## src/common/flash_seq_defines.svh

```systemverilog
// constants for the flash command sequencer: offsets, fields, codes, counts
//
// What this block does
// - divider register accepts one write per reset
// - divider write ignored while access error set
// - pulses timed in whole timing-clock periods
// - byte 9, burst 4, page 4000, mass 20000
// - array write latches address and data first
// - page erase any page address; data ignored
// - smallest erase unit is one 512-byte page
// - codes 0x05 blank, 0x20 program, 0x25 burst
// - codes 0x40 page erase, 0x41 mass erase
// - writing one to buffer-empty launches command
// - writing zero to buffer-empty aborts, sets error
// - command complete flag reports finished command
// - reset copies protection and option stores
// - key enable gates backdoor key unsecuring
// - key accepted only from secure code, not debug
// - only security pattern 1:0 means unsecured
// - secured: block debug and non-secure RAM access
// - access error cleared by one; blocks commands
// - array write with buffer not empty is error
// - invalid command code sets access error
`ifndef FLASH_SEQ_DEFINES_SVH
`define FLASH_SEQ_DEFINES_SVH

// ****************************************
// register byte offsets
// ****************************************
`define REG_DIV 8'h00
`define REG_OPT 8'h04
`define REG_PROT 8'h08
`define REG_STAT 8'h0C
`define REG_CMD 8'h10
`define REG_KEYLO 8'h14
`define REG_KEYHI 8'h18
`define REG_SEC 8'h1C
`define ARRAY_SEL_BIT 16

// nonvolatile store locations inside the array
`define NV_KEY_ADDR 16'hFFB0
`define NV_PROT_ADDR 16'hFFBD
`define NV_OPT_ADDR 16'hFFBF

// ****************************************
// fields
// ****************************************
`define DIV_LOADED 7
`define DIV_PRE 6
`define STAT_CBE 7
`define STAT_CCF 6
`define STAT_ACCERR 4
`define STAT_BLANK 2
`define OPT_KEY_ENABLE 7
`define SEC_OPEN 2'h2
`define OPT_RESET 8'h00
`define PROT_RESET 8'hFF
`define ROW_BITS 6
`define PRESCALE_LAST 3'h7

// ****************************************
// command codes and durations in timing-clock cycles
// ****************************************
`define CMD_BLANK 8'h05
`define CMD_PROG 8'h20
`define CMD_BURST 8'h25
`define CMD_PAGE 8'h40
`define CMD_MASS 8'h41
`define CYC_BYTE 16'h0009
`define CYC_BURST 16'h0004
`define CYC_PAGE 16'h0FA0
`define CYC_MASS 16'h4E20
`define CYC_BLANK 16'h0004

`endif

```

## src/common/flash_seq_pkg.sv

```systemverilog
// types shared by the flash command sequencer
package flash_seq_pkg;
  typedef enum logic [2:0] {
    SEQ_IDLE = 3'b001,
    SEQ_ADDR = 3'b010,
    SEQ_CMD = 3'b100
  } seq_t;
  typedef enum logic [1:0] {
    EX_IDLE = 2'b01,
    EX_RUN = 2'b10
  } exe_t;
endpackage : flash_seq_pkg

```

## src/core/flash_command_sequencer.sv

```systemverilog
// flash command sequencer with APB registers, timing and security gate
`include "flash_seq_defines.svh"
module flash_command_sequencer
  import flash_seq_pkg::*;
#(
  parameter logic [15:0] BYTE_CYCLES = `CYC_BYTE,
  parameter logic [15:0] BURST_CYCLES = `CYC_BURST,
  parameter logic [15:0] PAGE_CYCLES = `CYC_PAGE,
  parameter logic [15:0] MASS_CYCLES = `CYC_MASS,
  parameter logic [15:0] BLANK_CYCLES = `CYC_BLANK
) (
  // clock and reset
  input wire logic MCLK,
  input wire logic RESET,
  // apb slave
  input wire logic PSEL,
  input wire logic PENABLE,
  input wire logic PWRITE,
  input wire logic [16:0] PADDR,
  input wire logic [31:0] PWDATA,
  output logic [31:0] PRDATA,
  output logic PREADY,
  output logic PSLVERR,
  // nonvolatile stores
  input wire logic [63:0] NV_KEY,
  input wire logic [7:0] NV_PROT,
  input wire logic [7:0] NV_OPT,
  // source of the current access
  input wire logic BKGD_ACCESS,
  input wire logic SECURE_FETCH,
  // flash array
  output logic [15:0] FL_ADDR,
  output logic [7:0] FL_DATA,
  output logic [7:0] FL_CMD,
  output logic FL_START,
  output logic FL_HV,
  input wire logic FL_BLANK,
  // ram gate
  input wire logic RAM_SRC_BKGD,
  input wire logic RAM_SRC_NONSECURE,
  output logic RAM_BLOCK,
  output logic SECURE
);
  seq_t seq;
  exe_t ex;
  logic [7:0] div_reg;
  logic [7:0] working_option_reg;
  logic [7:0] working_protection_reg;
  logic [63:0] key_store;
  logic [31:0] key_lo;
  logic nv_loaded;
  logic unlocked;
  logic access_error_flag;
  logic blank_flag;
  logic pend;
  logic [15:0] lat_addr;
  logic [7:0] lat_data;
  logic [7:0] command_code_reg;
  logic [15:0] cur_addr;
  logic [7:0] cur_cmd;
  logic hv_keep;
  logic timer_start;
  logic [15:0] timer_cycles;
  logic timer_done;
  logic is_array;
  logic mapped;
  logic wr;
  logic wr_array;
  logic wr_div;
  logic wr_stat;
  logic wr_cmd;
  logic launch;
  logic abort;
  logic seq_err;
  logic take;
  logic cmd_complete_flag;
  logic [7:0] flash_status_reg;
  logic [31:0] rd_mux;

  // ****************************************
  // decode helpers
  // ****************************************
  function automatic logic reg_hit(input logic [16:0] a, input logic [7:0] off);
    reg_hit = (a[16:8] == 9'h000) && (a[7:0] == off);
  endfunction : reg_hit

  function automatic logic code_valid(input logic [7:0] c);
    code_valid = (c == `CMD_BLANK) || (c == `CMD_PROG) || (c == `CMD_BURST) ||
      (c == `CMD_PAGE) || (c == `CMD_MASS);
  endfunction : code_valid

  function automatic logic [15:0] cmd_cycles(input logic [7:0] c, input logic fast);
    if (c == `CMD_PROG) begin
      cmd_cycles = BYTE_CYCLES;
    end else if (c == `CMD_BURST) begin
      cmd_cycles = fast ? BURST_CYCLES : BYTE_CYCLES;
    end else if (c == `CMD_PAGE) begin
      cmd_cycles = PAGE_CYCLES;
    end else if (c == `CMD_MASS) begin
      cmd_cycles = MASS_CYCLES;
    end else begin
      cmd_cycles = BLANK_CYCLES;
    end
  endfunction : cmd_cycles

  assign is_array = PADDR[`ARRAY_SEL_BIT];
  assign mapped = is_array || reg_hit(PADDR, `REG_DIV) || reg_hit(PADDR, `REG_OPT) ||
    reg_hit(PADDR, `REG_PROT) || reg_hit(PADDR, `REG_STAT) || reg_hit(PADDR, `REG_CMD) ||
    reg_hit(PADDR, `REG_KEYLO) || reg_hit(PADDR, `REG_KEYHI) || reg_hit(PADDR, `REG_SEC);
  assign wr = PSEL && PENABLE && PWRITE && PREADY;
  assign wr_array = wr && is_array;
  assign wr_div = wr && reg_hit(PADDR, `REG_DIV);
  assign wr_stat = wr && reg_hit(PADDR, `REG_STAT);
  assign wr_cmd = wr && reg_hit(PADDR, `REG_CMD);

  assign cmd_complete_flag = !pend && (ex == EX_IDLE);
  assign flash_status_reg = {!pend, cmd_complete_flag, 1'b0, access_error_flag,
    1'b0, blank_flag, 2'b00};

  // ****************************************
  // sequence checks
  // ****************************************
  assign launch = wr_stat && PWDATA[`STAT_CBE] && (seq == SEQ_CMD) &&
    !access_error_flag;
  assign abort = wr_stat && !PWDATA[`STAT_CBE] && (seq != SEQ_IDLE);
  always_comb begin
    seq_err = 1'b0;
    if (abort) begin
      seq_err = 1'b1;
    end else if (access_error_flag) begin
      seq_err = 1'b0;
    end else if (wr_array) begin
      seq_err = !div_reg[`DIV_LOADED] || pend || (seq != SEQ_IDLE);
    end else if (wr_cmd) begin
      seq_err = (seq != SEQ_ADDR) || !code_valid(PWDATA[7:0]) ||
        (BKGD_ACCESS && SECURE && (PWDATA[7:0] != `CMD_BLANK) &&
        (PWDATA[7:0] != `CMD_MASS));
    end else if (wr_div) begin
      seq_err = (seq != SEQ_IDLE);
    end else if (wr_stat && PWDATA[`STAT_CBE]) begin
      seq_err = (seq == SEQ_ADDR);
    end
  end

  // ****************************************
  // apb answer: one wait state, registered read data
  // ****************************************
  always_comb begin
    rd_mux = 32'h0000_0000;
    if (reg_hit(PADDR, `REG_DIV)) begin
      rd_mux = {24'h00_0000, div_reg};
    end else if (reg_hit(PADDR, `REG_OPT)) begin
      rd_mux = {24'h00_0000, working_option_reg};
    end else if (reg_hit(PADDR, `REG_PROT)) begin
      rd_mux = {24'h00_0000, working_protection_reg};
    end else if (reg_hit(PADDR, `REG_STAT)) begin
      rd_mux = {24'h00_0000, flash_status_reg};
    end else if (reg_hit(PADDR, `REG_CMD)) begin
      rd_mux = {24'h00_0000, command_code_reg};
    end else if (reg_hit(PADDR, `REG_SEC)) begin
      rd_mux = {31'h0000_0000, SECURE};
    end
  end

  always_ff @(posedge MCLK or posedge RESET) begin
    if (RESET) begin
      PREADY <= 1'b0;
      PRDATA <= 32'h0000_0000;
      PSLVERR <= 1'b0;
    end else begin
      PREADY <= PSEL && PENABLE && !PREADY;
      if (PSEL && PENABLE && !PREADY) begin
        PRDATA <= PWRITE ? 32'h0000_0000 : rd_mux;
        PSLVERR <= !mapped;
      end else begin
        PSLVERR <= 1'b0;
      end
    end
  end

  // ****************************************
  // clock divider register, written once
  // ****************************************
  always_ff @(posedge MCLK or posedge RESET) begin
    if (RESET) begin
      div_reg <= 8'h00;
    end else if (wr_div && !div_reg[`DIV_LOADED] && !access_error_flag &&
      (seq == SEQ_IDLE)) begin
      div_reg <= {1'b1, PWDATA[6:0]};
    end
  end

  // ****************************************
  // nonvolatile copy after reset release
  // ****************************************
  always_ff @(posedge MCLK or posedge RESET) begin
    if (RESET) begin
      nv_loaded <= 1'b0;
      working_option_reg <= `OPT_RESET;
      working_protection_reg <= `PROT_RESET;
      key_store <= 64'h0000_0000_0000_0000;
    end else if (!nv_loaded) begin
      nv_loaded <= 1'b1;
      working_option_reg <= NV_OPT;
      working_protection_reg <= NV_PROT;
      key_store <= NV_KEY;
    end
  end

  // ****************************************
  // backdoor key and security state
  // ****************************************
  always_ff @(posedge MCLK or posedge RESET) begin
    if (RESET) begin
      key_lo <= 32'h0000_0000;
      unlocked <= 1'b0;
    end else if (working_option_reg[`OPT_KEY_ENABLE] && SECURE_FETCH &&
      !BKGD_ACCESS) begin
      if (wr && reg_hit(PADDR, `REG_KEYLO)) begin
        key_lo <= PWDATA;
      end else if (wr && reg_hit(PADDR, `REG_KEYHI) && ({PWDATA, key_lo} == key_store)) begin
        unlocked <= 1'b1;
      end
    end
  end

  always_ff @(posedge MCLK or posedge RESET) begin
    if (RESET) begin
      SECURE <= 1'b1;
      RAM_BLOCK <= 1'b0;
    end else begin
      SECURE <= (working_option_reg[1:0] != `SEC_OPEN) && !unlocked;
      RAM_BLOCK <= SECURE && (RAM_SRC_BKGD || RAM_SRC_NONSECURE);
    end
  end

  // ****************************************
  // command sequence and latches
  // ****************************************
  always_ff @(posedge MCLK or posedge RESET) begin
    if (RESET) begin
      seq <= SEQ_IDLE;
      lat_addr <= 16'h0000;
      lat_data <= 8'h00;
      command_code_reg <= 8'h00;
    end else if (seq_err || launch) begin
      seq <= SEQ_IDLE;
    end else if (wr_array && !access_error_flag) begin
      seq <= SEQ_ADDR;
      lat_addr <= PADDR[15:0];
      lat_data <= PWDATA[7:0];
    end else if (wr_cmd && !access_error_flag) begin
      seq <= SEQ_CMD;
      command_code_reg <= PWDATA[7:0];
    end
  end

  // access error: set wins over the clear
  always_ff @(posedge MCLK or posedge RESET) begin
    if (RESET) begin
      access_error_flag <= 1'b0;
    end else if (seq_err) begin
      access_error_flag <= 1'b1;
    end else if (wr_stat && PWDATA[`STAT_ACCERR]) begin
      access_error_flag <= 1'b0;
    end
  end

  // ****************************************
  // command buffer
  // ****************************************
  assign take = pend && (ex == EX_IDLE);
  always_ff @(posedge MCLK or posedge RESET) begin
    if (RESET) begin
      pend <= 1'b0;
    end else if (launch) begin
      pend <= 1'b1;
    end else if (take) begin
      pend <= 1'b0;
    end
  end

  // ****************************************
  // executor
  // ****************************************
  assign timer_start = take;
  assign timer_cycles = cmd_cycles(command_code_reg, hv_keep);
  always_ff @(posedge MCLK or posedge RESET) begin
    if (RESET) begin
      ex <= EX_IDLE;
      cur_addr <= 16'h0000;
      cur_cmd <= 8'h00;
      FL_ADDR <= 16'h0000;
      FL_DATA <= 8'h00;
      FL_CMD <= 8'h00;
      FL_START <= 1'b0;
    end else begin
      FL_START <= take;
      case (ex)
        EX_IDLE: begin
          if (take) begin
            ex <= EX_RUN;
            cur_addr <= lat_addr;
            cur_cmd <= command_code_reg;
            FL_ADDR <= lat_addr;
            FL_DATA <= lat_data;
            FL_CMD <= command_code_reg;
          end
        end
        EX_RUN: begin
          if (timer_done) begin
            ex <= EX_IDLE;
          end
        end
        default: begin
          ex <= EX_IDLE;
        end
      endcase
    end
  end

  // burst keeps high voltage on while any command is queued; only the next byte on the same row takes the short count
  always_ff @(posedge MCLK or posedge RESET) begin
    if (RESET) begin
      hv_keep <= 1'b0;
      FL_HV <= 1'b0;
    end else begin
      if (timer_done) begin
        hv_keep <= (cur_cmd == `CMD_BURST) && pend && (command_code_reg == `CMD_BURST) &&
          (lat_addr == cur_addr + 16'h0001) &&
          (lat_addr[`ROW_BITS-1:0] != 6'h00);
      end else if (take) begin
        hv_keep <= 1'b0;
      end
      FL_HV <= (ex == EX_RUN && !timer_done) || take ||
        (timer_done && (cur_cmd == `CMD_BURST) && pend);
    end
  end

  // blank check result
  always_ff @(posedge MCLK or posedge RESET) begin
    if (RESET) begin
      blank_flag <= 1'b0;
    end else if (timer_done && (cur_cmd == `CMD_BLANK)) begin
      blank_flag <= FL_BLANK;
    end else if (launch) begin
      blank_flag <= 1'b0;
    end
  end

  flash_pulse_timer u_timer (
    .clk(MCLK),
    .reset(RESET),
    .prescale(div_reg[`DIV_PRE]),
    .div(div_reg[5:0]),
    .start(timer_start),
    .cycles(timer_cycles),
    .done(timer_done)
  );
endmodule : flash_command_sequencer

```

## src/core/flash_pulse_timer.sv

```systemverilog
// timing-clock divider and whole-period pulse counter
`include "flash_seq_defines.svh"
module flash_pulse_timer (
  input wire logic clk,
  input wire logic reset,
  input wire logic prescale,
  input wire logic [5:0] div,
  input wire logic start,
  input wire logic [15:0] cycles,
  output logic done
);
  logic [2:0] pre_cnt;
  logic [5:0] div_cnt;
  logic [15:0] left;
  logic running;
  logic pre_tick;
  logic timing_tick;

  assign pre_tick = !prescale || (pre_cnt == `PRESCALE_LAST);
  assign timing_tick = pre_tick && (div_cnt == div);

  // ****************************************
  // divider, restarted on start so periods are whole
  // ****************************************
  always_ff @(posedge clk or posedge reset) begin
    if (reset) begin
      pre_cnt <= 3'h0;
      div_cnt <= 6'h00;
    end else if (start) begin
      pre_cnt <= 3'h0;
      div_cnt <= 6'h00;
    end else begin
      pre_cnt <= pre_tick ? 3'h0 : pre_cnt + 3'h1;
      if (pre_tick) begin
        div_cnt <= timing_tick ? 6'h00 : div_cnt + 6'h01;
      end
    end
  end

  // ****************************************
  // period counter
  // ****************************************
  always_ff @(posedge clk or posedge reset) begin
    if (reset) begin
      left <= 16'h0000;
      running <= 1'b0;
      done <= 1'b0;
    end else begin
      done <= 1'b0;
      if (start) begin
        left <= cycles;
        running <= 1'b1;
      end else if (running && timing_tick) begin
        left <= left - 16'h0001;
        if (left == 16'h0001) begin
          running <= 1'b0;
          done <= 1'b1;
        end
      end
    end
  end
endmodule : flash_pulse_timer

```

## config.mk

```make
export PLATFORM = sky130hd
export DESIGN_NAME = flash_command_sequencer
export DESIGN_NICKNAME = d
export VERILOG_FILES = /design/src/common/flash_seq_pkg.sv /design/src/core/flash_command_sequencer.sv /design/src/core/flash_pulse_timer.sv
export VERILOG_INCLUDE_DIRS = /design/src /design/src/common
export SDC_FILE = /design/constraint.sdc
export NUM_CORES = 1
export LEC_CHECK = 0
export BUFFER_PORTS_ARGS = -buffer_cell sky130_fd_sc_hd__buf_2
export CAP_MARGIN = 20
export CELL_PAD_IN_SITES_DETAIL_PLACEMENT = 1
export CELL_PAD_IN_SITES_GLOBAL_PLACEMENT = 1
export CORE_UTILIZATION = 41
export CTS_BUF_LIST = sky130_fd_sc_hd__clkbuf_8
export DETAILED_ROUTE_END_ITERATION = 6
export GPL_ROUTABILITY_DRIVEN = 0
export PLACE_DENSITY = 0.87
export SLEW_MARGIN = 25
export SYNTH_ARGS = -nofsm -noshare
export SYNTH_HDL_FRONTEND = slang
export SYNTH_SLANG_ARGS = --single-unit
```

## constraint.sdc

```tcl
create_clock -name MCLK -period 6.3 [get_ports MCLK]
set_input_delay 0.315 -clock MCLK [delete_from_list [all_inputs] [get_ports MCLK]]
set_output_delay 0.315 -clock MCLK [all_outputs]
set_load 0.005 [all_outputs]
```

* Yosys cells after proc, flatten, opt, wreduce, memory -nomap -nowiden *
Cells that the tools add are included.

word-level totals
  logic and storage cells = 217
  input port bits = 139
  bits in latches = 0
  memories kept = 0
  register bits after elaboration = 260
  ROM bits = 0
  bits in writable memories = 0

cells by class
  divide/modulo/power cells = 0
  muxes and demuxes = 45
  add/sub/neg operators = 4
  shift operators = 0
  reduce and logical (&&, ||, !) cells = 99
  eq/ne operators = 35
  magnitude comparators = 0
  bitwise operators = 3
  $mul = 0

operators by type and width
  kind                   count
  $eq 64x64->1           1
  $mux 15                4
  $logic_and 1x1->1      49
  $eq 8x6->1 const B     5
  $mux 8                 5
  $eq 8x5->1 const B     4
  $eq 8x7->1 const B     4
  $mux 16                2
  $mux 32                1
  $eq 8x3->1 const B     3
  $logic_or 1x1->1       21
  $mux 1                 21
  $mux 6                 3
  $add 16x1->16 const B  1
  $eq 16x1->1 const B    1
  $eq 16x16->1           1
  $eq 8x4->1 const B     2
  $sub 16x1->16 const B  1
  $mux 3                 5
  $reduce_bool 2->1      7
  $logic_not 1->1        11
  $reduce_and 2->1       5
  $logic_not 9->1        1
  $logic_not 8->1        1
  other kinds (21)       27

* Longest topological paths before layout *
Gate-level depths: netlist (run 1).

  word-level depth = 15
  mapped depth = 9
  gate-level depth less buffers = 8

* Modules after synthesis *
Synthesis (run 1) repeated with hierarchy kept, for this count alone.

second synthesis, totals
  cells, all modules = 1007
  area total of the unflattened synthesis = 11573.6 um^2

modules (own cells, without submodules)
  module                   cells each  area an instance (um^2)  sequential area each (um^2)  instances
  flash_command_sequencer  842         9930.8                   5243.8                       1
  flash_pulse_timer        165         1642.8                   675.6                        1

* Worst setup path before layout (run 1) *
Ideal clock, no wire load.

  path kind = input to register
  start point = input port PWRITE
  end point = register lat_addr[0]
  library setup time = 0.125 ns
  data arrival time = 2.066 ns
  buffers on the path = 2
  path slack = 4.110 ns
  stages on the path = 7
  data required time = 6.175 ns
  cell sequence = buf_2 -> nand4_1 -> or2_2 -> a311o_1 -> nand3_1 -> buf_2 -> mux2_2

on the way
  cells in the longest elaborated chain, start to end = 13

RTL lines
  item                                   RTL line                                                        RTL
  start, declared                        flash_command_sequencer.sv:18                                   input wire logic PWRITE,
  $logic_and 1x1->1 (*) (2 in series)    flash_command_sequencer.sv:110                                  assign wr = PSEL && PENABLE && PWRITE && PREADY;
  $logic_and 1x1->1                      flash_command_sequencer.sv:113                                  assign wr_stat = wr && reg_hit(PADDR, `REG_STAT);
  $logic_and 1x1->1                      flash_command_sequencer.sv:123, flash_command_sequencer.sv:140
  $mux 1                                 flash_command_sequencer.sv:140                                  end else if (wr_stat && PWDATA[`STAT_CBE]) begin
  $mux 1                                 flash_command_sequencer.sv:138                                  end else if (wr_div) begin
  $mux 1                                 flash_command_sequencer.sv:134                                  end else if (wr_cmd) begin
  $mux 1                                 flash_command_sequencer.sv:132                                  end else if (wr_array) begin
  $mux 1                                 flash_command_sequencer.sv:130                                  end else if (access_error_flag) begin
  $mux 1                                 flash_command_sequencer.sv:128                                  if (abort) begin
  $logic_or 1x1->1                       flash_command_sequencer.sv:246                                  end else if (seq_err || launch) begin
  $not 1->1 (no source line)             n/a
  $reduce_and 2->1 (no source line) (*)  n/a
  end signal, assigned                   flash_command_sequencer.sv:250                                  lat_addr <= PADDR[15:0];
  end, declared                          flash_command_sequencer.sv:56                                   logic [15:0] lat_addr;

Every way passes the cells marked *; elsewhere a longest branch is shown, timed or not.
A chain may end at the register's enable or synchronous reset.

* Worst setup path after layout (run 1) *
  start point = input port PADDR[9]
  end point = register div_reg[4]

on the way
  cells in the longest elaborated chain, start to end = 6

RTL lines
  item                             RTL line                        RTL
  start, declared                  flash_command_sequencer.sv:19   input wire logic [16:0] PADDR,
  $logic_not 9->1                  flash_command_sequencer.sv:84   reg_hit = (a[16:8] == 9'h000) && (a[7:0] == off);
  $logic_and 1x1->1                flash_command_sequencer.sv:84
  $logic_and 1x1->1                flash_command_sequencer.sv:112  assign wr_div = wr && reg_hit(PADDR, `REG_DIV);
  $logic_and 1x1->1 (3 in series)  flash_command_sequencer.sv:187  end else if (wr_div && !div_reg[`DIV_LOADED] && !access_error_flag &&
  end signal, assigned             flash_command_sequencer.sv:189  div_reg <= {1'b1, PWDATA[6:0]};
  end, declared                    flash_command_sequencer.sv:46   logic [7:0] div_reg;

No other way between the ends.

==> impl_metrics.ini, run 1 <==
[critical_path]
crit_type = in -> reg
r2r_start = ex[0]$_DFFE_PP1P_
start_kind = primary input
r2r_setup_slack_ps = 3320
rr_endpoint = u_timer.div_cnt[5]$_DFFE_PP0P_
crit_required_ps = 6750
cp-end-kind = register
critPathArrivalTime_ps = 3760
r2r_cells = 8
path_max_fanout = 14

[clock_tree]
cts_root_buffer = clkbuf_8
cts_sinks = 236
post_cts_resized = 0
cts_tree = yes
path_clk_slew_ps = 70
cts.path.max_buffers = 3
post_cts_buffers = 0
cts_buffers = 41
h-tree-depth = 2
insertion_delay_ps = 570

[outcome]
status = finished clean

[drt]
detail_route.iter0.violations = 426
final_antenna_net_count = 0
drt-vias-per-instance = 5.43
routedWlPerCell_microns = 22.3
firstDrtPassIters = 4
routed_wl_mm = 36.2
vias = 8851
drc = 0

[grt]
grt_pass1_wl_mm = 56.3
grt_max_degree = 142
antenna_found_initial = 1
grt_pass1_vias = 9890
track_usage = 0.262
gr-total-overflow = 0

[place]
io_buffers = 184
placed_cells = 1470
hpwl_mm = 22.6

[pwr]
power_density_nw_per_um2 = 244
ir_drop_mv = 0.189
leakage_nw = 6.90

[sta]
rsz0062_at_grt = no
final-setup-viol-count = 0
tightest_slew_ps = 912
hold_viol_final = 0
fmax_ghz = 0.302
clock-skew-final_ps = 39.9
fin_crit_ps = 3310
slew_headroom = 0.392
slew_viol_final = 0
fin_setup_tns_ps = 0
min_period_over_period = 0.526

[logic_synthesis]
yosysSeqAreaShare = 0.525
synthTopCellsByArea = dfrtp_1 50%, mux2_2 14%, xor2_1 4.6%
ys_ff_latch = 236
synth_largest_area_cell = dfrtp_1
netlist_instances = 981
postSynthAreaPerCell_sq_um = 11.5
synth-edff-count = 0
syn_area_sq_um = 11300
synth_top_area_frac = 0.500
ys_types = 69
synth_warnings = 0
synth_ff_type = dfrtp_1
async_flop_share = 1.00

[die]
start_util = 0.418
pin_count = 209
dieArea_sq_um = 28100
fp-row-count = 60
core_sq_um = 27000
die_h_microns = 168
die_w_microns = 168

[final_layout]
drive_gt1_frac = 0.322
registers.top_by_ff_count = key_store
nNetsFinal = 1401
final_cells = 1629
largest_register_ff_count = 64
largestRegisters = key_store x64, key_lo x32
syn_to_final_growth_pct = 24.5

[hold_path]
hold_class = in -> reg
min_to = key_store[21]$_DFFE_PP0N_
min_from = NV_KEY[21]
holdPathStages = 2

[run]
cap_violations = 0
through the flow:
stage | setup WS, ps | utilization | instance area, sq um | power, mW | hold slack [ps]
floorplan | 2900 | - | 11400 | 1.92 | 367
global placement | 3120 | 0.460 | 12400 | 2.03 | 386
detailed placement | 2960 | 0.460 | 12400 | 2.05 | 394
CTS | 3020 | 0.519 | 14000 | 3.41 | 1.22
global route | 2820 | 0.521 | 14000 | 3.55 | 11.4
finish | 2990 | 0.521 | 14000 | 3.42 | 17.4
synthesized netlist by cell type, drive strengths merged (4+ instances only):
library cell  count
nand2b           11
dfrtp           225
nand2           118
a31oi             4
dfstp            11
nor3b             6
a22o              4
o21ai            13
clkbuf           25
mux2            148
o22ai             4
nor2b             8
xnor2            48
a21oi            23
and2              4
ha                6
or3               4
nor2             47
or2               4
nand4            21
inv              19
nor3             19
and3              8
nand3b            6
xor2             59
nor4             23
nand3            15
o41ai             8
buf              39
how the worst max path moves through the flow:
stage,from,to,slack (ps),cells after the start
CTS,PADDR[6],div_reg[0]$_DFFE_PP0P_,3020,8
detailed placement,PADDR[6],div_reg[4]$_DFFE_PP0P_,2960,7
global placement,PADDR[6],div_reg[0]$_DFFE_PP0P_,3120,7
global route,PADDR[9],div_reg[4]$_DFFE_PP0P_,2820,8
floorplan,RESET,FL_DATA[0]$_DFFE_PP0P_,2900,1
finish,PADDR[9],div_reg[4]$_DFFE_PP0P_,2990,8
timing repair:
| item | 4_1_cts | 5_1_grt |
|---|---|---|
| hold buffers | 82 | 0 |
| setup endpoints to repair | 0 | 0 |
| hold endpoints to repair | 102 | 0 |
worst max-delay path, stage by stage:
cell and delay, ps:
dlygate4sd3_1 540, buf_2 140, nor4_1 350, nand4_2 500, nor3_4 600, nand2b_1 320
or3_1 610, mux2_4 360
cell families after synthesis:
logic type,count (synthesis),synth area share
other cells,2,0.000667
compound gates,87,0.0535
mux,150,0.152
flops,236,0.525
fa+ha+maj,6,0.00666
simple gates,310,0.140
buf+inv,83,0.0382
xor+xnor,107,0.0832
power by group:
group / switching, mW / total, mW / internal (mW)
logic: 0.189 / 0.394 / 0.205
clock network: 0.659 / 1.33 / 0.672
registers: 0.0873 / 1.70 / 1.61
total: 0.936 / 3.42 / 2.49
cell usage in the layout, fill, tap and decap left out, types with 23 or more instances in the layout:
| cell | instances |
|---|---|
| conb_1 | 25 |
| buf_2 | 184 |
| xnor2_1 | 48 |
| nor2_1 | 47 |
| mux2_2 | 141 |
| inv_1 | 41 |
| nand2_1 | 118 |
| dlygate4sd3_1 | 82 |
| xor2_1 | 59 |
| clkbuf_8 | 46 |
| dfrtp_1 | 224 |
| a21oi_1 | 23 |
layout make-up:
type,count,area (sq um)
well taps,341,427
clock buffers,46,633
inverters,19,75.1
multi-input cells,685,5000
clock inverters,28,121
repair buffers,273,1850
flip-flops and latches,236,5920
diodes,1,2.50
fillers,2877,12900
metal layers:
metal	vias to the layer above	part of all wire	track usage
li1	3949	-	-
met1	4500	0.39	0.292
met2	308	0.51	0.474
met3	92	0.058	0.0588
met4	2	0.041	0.119
met5	-	0.00036	0
Note: power is estimated with default switching activity, not from simulation.
==> run 2, diff against run 1 <==
--- a/config.mk
+++ b/config.mk
@@ -6,15 +6,16 @@
 export SDC_FILE = /design/constraint.sdc
 export NUM_CORES = 1
 export LEC_CHECK = 0
+export ABC_AREA = 1
 export BUFFER_PORTS_ARGS = -buffer_cell sky130_fd_sc_hd__buf_2
 export CAP_MARGIN = 20
 export CELL_PAD_IN_SITES_DETAIL_PLACEMENT = 1
 export CELL_PAD_IN_SITES_GLOBAL_PLACEMENT = 1
-export CORE_UTILIZATION = 41
+export CORE_UTILIZATION = 40
 export CTS_BUF_LIST = sky130_fd_sc_hd__clkbuf_8
 export DETAILED_ROUTE_END_ITERATION = 6
 export GPL_ROUTABILITY_DRIVEN = 0
-export PLACE_DENSITY = 0.87
+export PLACE_DENSITY = 0.88
 export SLEW_MARGIN = 25
 export SYNTH_ARGS = -nofsm -noshare
 export SYNTH_HDL_FRONTEND = slang
==> constraint.sdc (replaced) <==
create_clock -name MCLK -period 2.92 [get_ports MCLK]
set_input_delay 0.146 -clock MCLK [delete_from_list [all_inputs] [get_ports MCLK]]
set_output_delay 0.146 -clock MCLK [all_outputs]
set_load 0.005 [all_outputs]
==> impl_metrics.ini, run 2 <==
[hold_path]
hold_class = in -> reg

[critical_path]
start_kind = register
crit_required_ps = 3340
path_max_fanout = 37
crit_type = reg -> reg
cp-end-kind = register
critPathArrivalTime_ps = 2950

[logic_synthesis]
synth_largest_area_cell = dfrtp_1
async_flop_share = 1.00
synth-edff-count = 0
yosysSeqAreaShare = 0.508
synth.top_cells.by_count = 256 x nand2_1, 225 x dfrtp_1, 121 x inv_1, 121 x nor2_1, 81 x o21ai_0
synth_top_area_frac = 0.483
ys_types = 49
postSynthAreaPerCell_sq_um = 9.07
netlist_instances = 1285
synth_warnings = 0
ys_ff_latch = 236
syn_area_sq_um = 11600
synthTopCellsByArea = dfrtp_1 48%, nand2_1 8.2%, mux2_2 6.7%
synth_ff_type = dfrtp_1
yosys.cell_count.top_type = nand2_1

[outcome]
status = finished clean

[die]
fp-row-count = 62
dieArea_sq_um = 29800
die_w_microns = 173
start_util = 0.406
die_h_microns = 173
core_sq_um = 28700
pin_count = 209

[final_layout]
drive_gt1_frac = 0.245
syn_to_final_growth_pct = 30.2
fill_cells = 3390
registers.top_by_ff_count = key_store
largestRegisters = key_store x64, key_lo x32
multi_input_area_sq_um = 4990
seq_area_sq_um = 5920
layout_commonest_cell = nand2_1
layout_common_cells = 255 x nand2_1, 224 x dfrtp_1, 184 x buf_2
largest_register_ff_count = 64
nNetsFinal = 1768
fin_area_sq_um = 15200

[sta]
fmax_ghz = 0.395
slew_headroom = 0.357
min_period_over_period = 0.867
tightest_slew_ps = 957
layout_setup_ws_ps = 387
fin_crit_ps = 2530
hold_viol_final = 0
rsz0062_at_grt = no
clock-skew-final_ps = 16.6
slew_viol_final = 0
final-setup-viol-count = 0

[clock_tree]
post_cts_buffers = 0
insertion_delay_ps = 560
cts_sinks = 236
cts_buffers = 42
path_clk_slew_ps = 60
cts_root_buffer = clkbuf_8
cts_tree = yes
h-tree-depth = 2
cts.path.max_buffers = 3

[drt]
final_antenna_net_count = 0
detail_route.iter0.violations = 642
routed_wl_mm = 40.9
drt-vias-per-instance = 5.18
firstDrtPassIters = 5
vias = 10600
routedWlPerCell_microns = 20.0
drc = 0

[pwr]
power_density_nw_per_um2 = 511
ir_drop_mv = 0.346
leakage_nw = 7.56

[grt]
grt_pass1_wl_mm = 65.5
track_usage = 0.279
grt_pass1_vias = 11900
antenna_found_initial = 3
gr-total-overflow = 0
grt_max_degree = 61

[place]
hpwl_mm = 25.4
dpl_worst_slack_ps = 491
placed_cell_area_sq_um = 13000
io_buffers = 184

[run]
cap_violations = 0
## run 2: metal layers
| layer | wire length (microns) | track usage |
|---|---|---|
| met5 | 0 | 0 |
| met4 | 1780 | 0.135 |
| met3 | 1860 | 0.0484 |
| met2 | 21300 | 0.506 |
| met1 | 16000 | 0.316 |
## run 2: cell families after synthesis
| family | synth area share |
|---|---|
| flip-flops | 0.508 |
| buffers and inverters | 0.0708 |
| adder cells (fa/ha/maj) | 0.00644 |
| other | 0.000645 |
| XOR/XNOR | 0.0519 |
| multiplexers | 0.0715 |
| AO/OA/AOI/OAI | 0.0882 |
| AND/OR/NAND/NOR | 0.202 |
## run 2: area by class of cell
cell class / count / share of cell area
repair buffers: 332 / 0.160
flip-flops and latches: 236 / 0.391
multi-input cells: 884 / 0.329
diodes: 3 / 0.000495
clock inverters: 22 / 0.00759
clock buffers: 54 / 0.0490
inverters: 127 / 0.0317
well taps: 384 / 0.0317
## run 2: power by group
| group | switching, mW | internal [mW] | leakage (nW) |
|---|---|---|---|
| logic | 0.480 | 0.447 | 4.09 |
| registers | 0.159 | 3.47 | 2.96 |
| clock network | 1.46 | 1.74 | 0.506 |
| total | 2.10 | 5.66 | 7.56 |
## run 2: repair_timing
action / 4_1_cts / 5_1_grt
hold buffers: 131 / 0
endpoints found under the hold margin: 157 / 0
resized for setup: 0 / 0
## run 2: stage by stage
step	hold slack (ps)	cells	setup TNS, ps	power, mW	util
2_1_floorplan	263	1308	-69500	4.13	-
3_3_place_gp	347	1832	0	4.36	0.453
3_5_place_dp	356	1832	0	4.42	0.453
4_1_cts	10.6	2039	0	7.70	0.528
5_1_grt	39.7	2040	0	8.04	0.528
6_report	37.3	2042	0	7.75	0.528
## run 2: worst max-delay path, stage by stage, from the launching register on
cell and delay (ps):
dfstp_2 540, inv_1 50, nor3_1 320, nand4_1 220, nand2_1 140, inv_1 50
nand2_1 90, nand2_2 80, a21boi_4 170, nand3_4 430, nand2_1 230, o21ai_2 70
## run 2: path summary, 6_finish.rpt
kind,from,end,slack [ps],depth (start not counted)
max,seq[0]$_DFFE_PP1P_,lat_addr[4]$_DFFE_PP0P_,390,11
min,PWDATA[4],lat_data[4]$_DFFE_PP0P_,40,3
min in group asynchronous,RESET,key_store[33]$_DFFE_PP0N_,350,3
min reg2reg,unlocked$_DFFE_PP0P_,SECURE$_DFF_PP1_,410,1
max reg2reg,seq[0]$_DFFE_PP1P_,lat_addr[4]$_DFFE_PP0P_,390,11
max in group asynchronous,RESET,key_store[57]$_DFFE_PP0N_,1720,4
==> run 3, diff against run 2 <==
--- a/config.mk
+++ b/config.mk
@@ -6,16 +6,15 @@
 export SDC_FILE = /design/constraint.sdc
 export NUM_CORES = 1
 export LEC_CHECK = 0
-export ABC_AREA = 1
 export BUFFER_PORTS_ARGS = -buffer_cell sky130_fd_sc_hd__buf_2
 export CAP_MARGIN = 20
 export CELL_PAD_IN_SITES_DETAIL_PLACEMENT = 1
 export CELL_PAD_IN_SITES_GLOBAL_PLACEMENT = 1
-export CORE_UTILIZATION = 40
+export CORE_UTILIZATION = 41
 export CTS_BUF_LIST = sky130_fd_sc_hd__clkbuf_8
 export DETAILED_ROUTE_END_ITERATION = 6
 export GPL_ROUTABILITY_DRIVEN = 0
-export PLACE_DENSITY = 0.88
+export PLACE_DENSITY = 0.87
 export SLEW_MARGIN = 25
 export SYNTH_ARGS = -nofsm -noshare
 export SYNTH_HDL_FRONTEND = slang
==> impl_metrics.ini, run 3 (synthesis gave the netlist of run 1 again) <==
[outcome]
status = finished clean

[sta]
layout_setup_ws_ps = 338
clock-skew-final_ps = 31.5
tightest_slew_ps = 751
fmax_ghz = 0.387
hold_viol_final = 0
fin_crit_ps = 2580
min_period_over_period = 0.884
slew_headroom = 0.499
rsz0062_at_grt = no
slew_viol_final = 0
final-setup-viol-count = 0

[run]
cap_violations = 0

[drt]
detail_route.iter0.violations = 536
routedWlPerCell_microns = 22.6
routed_wl_mm = 38.1
final_antenna_net_count = 0
firstDrtPassIters = 4
drc = 0
vias = 8993
drt-vias-per-instance = 5.34

[critical_path]
cp_top_family = buffers and inverters
cp-end-kind = register
critical-path-max-stage-delay_ps = 550
path_cells = dlygate4sd3_1, buf_2, nor4_1, nand4_2, buf_4, or4_1, buf_4, mux2_2
path_max_fanout = 34
crit_type = in -> reg
cp_slowest_cell = dlygate4sd3_1
crit_required_ps = 3340
critPathArrivalTime_ps = 3000
cpMostUsedCell = buf_4
crit_buf_inv = 4
start_kind = primary input

[clock_tree]
path_clk_slew_ps = 60
post_cts_resized = 0
post_cts_buffers = 0
cts_root_buffer = clkbuf_8
ctsHoldBuffers = 125
insertion_delay_ps = 560
cts_sinks = 236
cts_tree = yes
cts.path.max_buffers = 3
cts_buffers = 42
h-tree-depth = 2

[final_layout]
multi_input_area_sq_um = 5000
fill_cells = 2829
seq_area_sq_um = 5920
nNetsFinal = 1454
largest_register_ff_count = 64
largestRegisters = key_store x64, key_lo x32
layout_commonest_cell = dfrtp_1
syn_to_final_growth_pct = 30.6
registers.top_by_ff_count = key_store
layout_common_cells = 224 x dfrtp_1, 184 x buf_2, 141 x mux2_2
drive_gt1_frac = 0.325

[die]
pin_count = 209
die_h_microns = 168
start_util = 0.418
core_sq_um = 27000
fp-row-count = 60
die_w_microns = 168
dieArea_sq_um = 28100

[grt]
grt_pass1_wl_mm = 59.6
track_usage = 0.276
gr-total-overflow = 0
antenna_found_initial = 1
grt_pass1_vias = 10200
grt_max_degree = 133

[pwr]
power_density_nw_per_um2 = 545
p_total_mw = 8.02
leakage_nw = 7.17
ir_drop_mv = 0.467

[place]
hpwl_mm = 22.8
io_buffers = 184
dpl_worst_slack_ps = 481

[hold_path]
hold_class = in -> reg
-- run 3: cell count changes in the layout (fill, tap and decap cells not counted), sizes merged, moves of 9 or more --
cell / change
nor4: +14
xor2: +29
nand3: -43
nand2b: +11
inv: -114
nor2: -83
nand2: -147
xnor2: +9
a21oi: -24
mux2: +74
or2: -16
o21ai: -81
-- run 3: area by class of cell --
class	count	share of cell area
Timing Repair Buffer	325	0.159
Multi-Input combinational cell	685	0.340
Tap cell	341	0.0290
Antenna cell	1	0.000170
Clock inverter	18	0.00918
Sequential cell	236	0.403
Inverter	19	0.00510
Clock buffer	59	0.0552
-- run 3: routing by layer --
layer | vias up | global-route usage | part of all wire | wire length, microns
li1 | 4042 | - | - | -
met4 | 0 | 0.120 | 0.038 | 1440
met5 | - | 0 | 0 | 0
met1 | 4553 | 0.312 | 0.39 | 14700
met3 | 101 | 0.0543 | 0.051 | 1960
met2 | 297 | 0.505 | 0.52 | 20000
-- run 3: final timing paths --
check                                   startpoint                        end  slack [ps]  depth (start not counted)
setup reg to reg           cur_addr[0]$_DFFE_PP0P_        hv_keep$_DFFE_PP0P_         560                          7
min in group asynchronous                    RESET  key_store[54]$_DFFE_PP0N_         160                          3
max in group asynchronous                    RESET            FL_HV$_DFF_PP0_        1660                          4
hold / removal                           PADDR[16]          PSLVERR$_DFF_PP0_          40                          2
hold reg to reg               unlocked$_DFFE_PP0P_           SECURE$_DFF_PP1_         450                          1
setup / recovery                          PADDR[9]     key_lo[25]$_DFFE_PP0P_         340                          8
-- run 3: per-stage QoR --
stage	area (sq um)	TNS (ps)	instances	util	hold WS, ps
3_3_place_gp	12500	0	1479	0.464	169
3_5_place_dp	12500	0	1479	0.464	176
4_1_cts	14700	0	1681	0.545	1.79
5_1_grt	14700	0	1683	0.546	35.5
2_1_floorplan	11400	-69500	1004	-	263
6_report	14700	0	1684	0.546	41.2
-- run 3: worst reg2reg max path, cell delays in order (launching register included) --
cell and delay [ps]:
dfrtp_1 470, ha_1 250, nand3_1 160, or4_1 580, a211oi_1 320, a311o_1 170
nand4_1 120, o21ai_0 210
-- run 3: power by group --
group	leakage (nW)	switching, mW	internal [mW]
combinational	3.59	0.424	0.478
clock	0.529	1.47	1.98
sequential	3.05	0.197	3.47
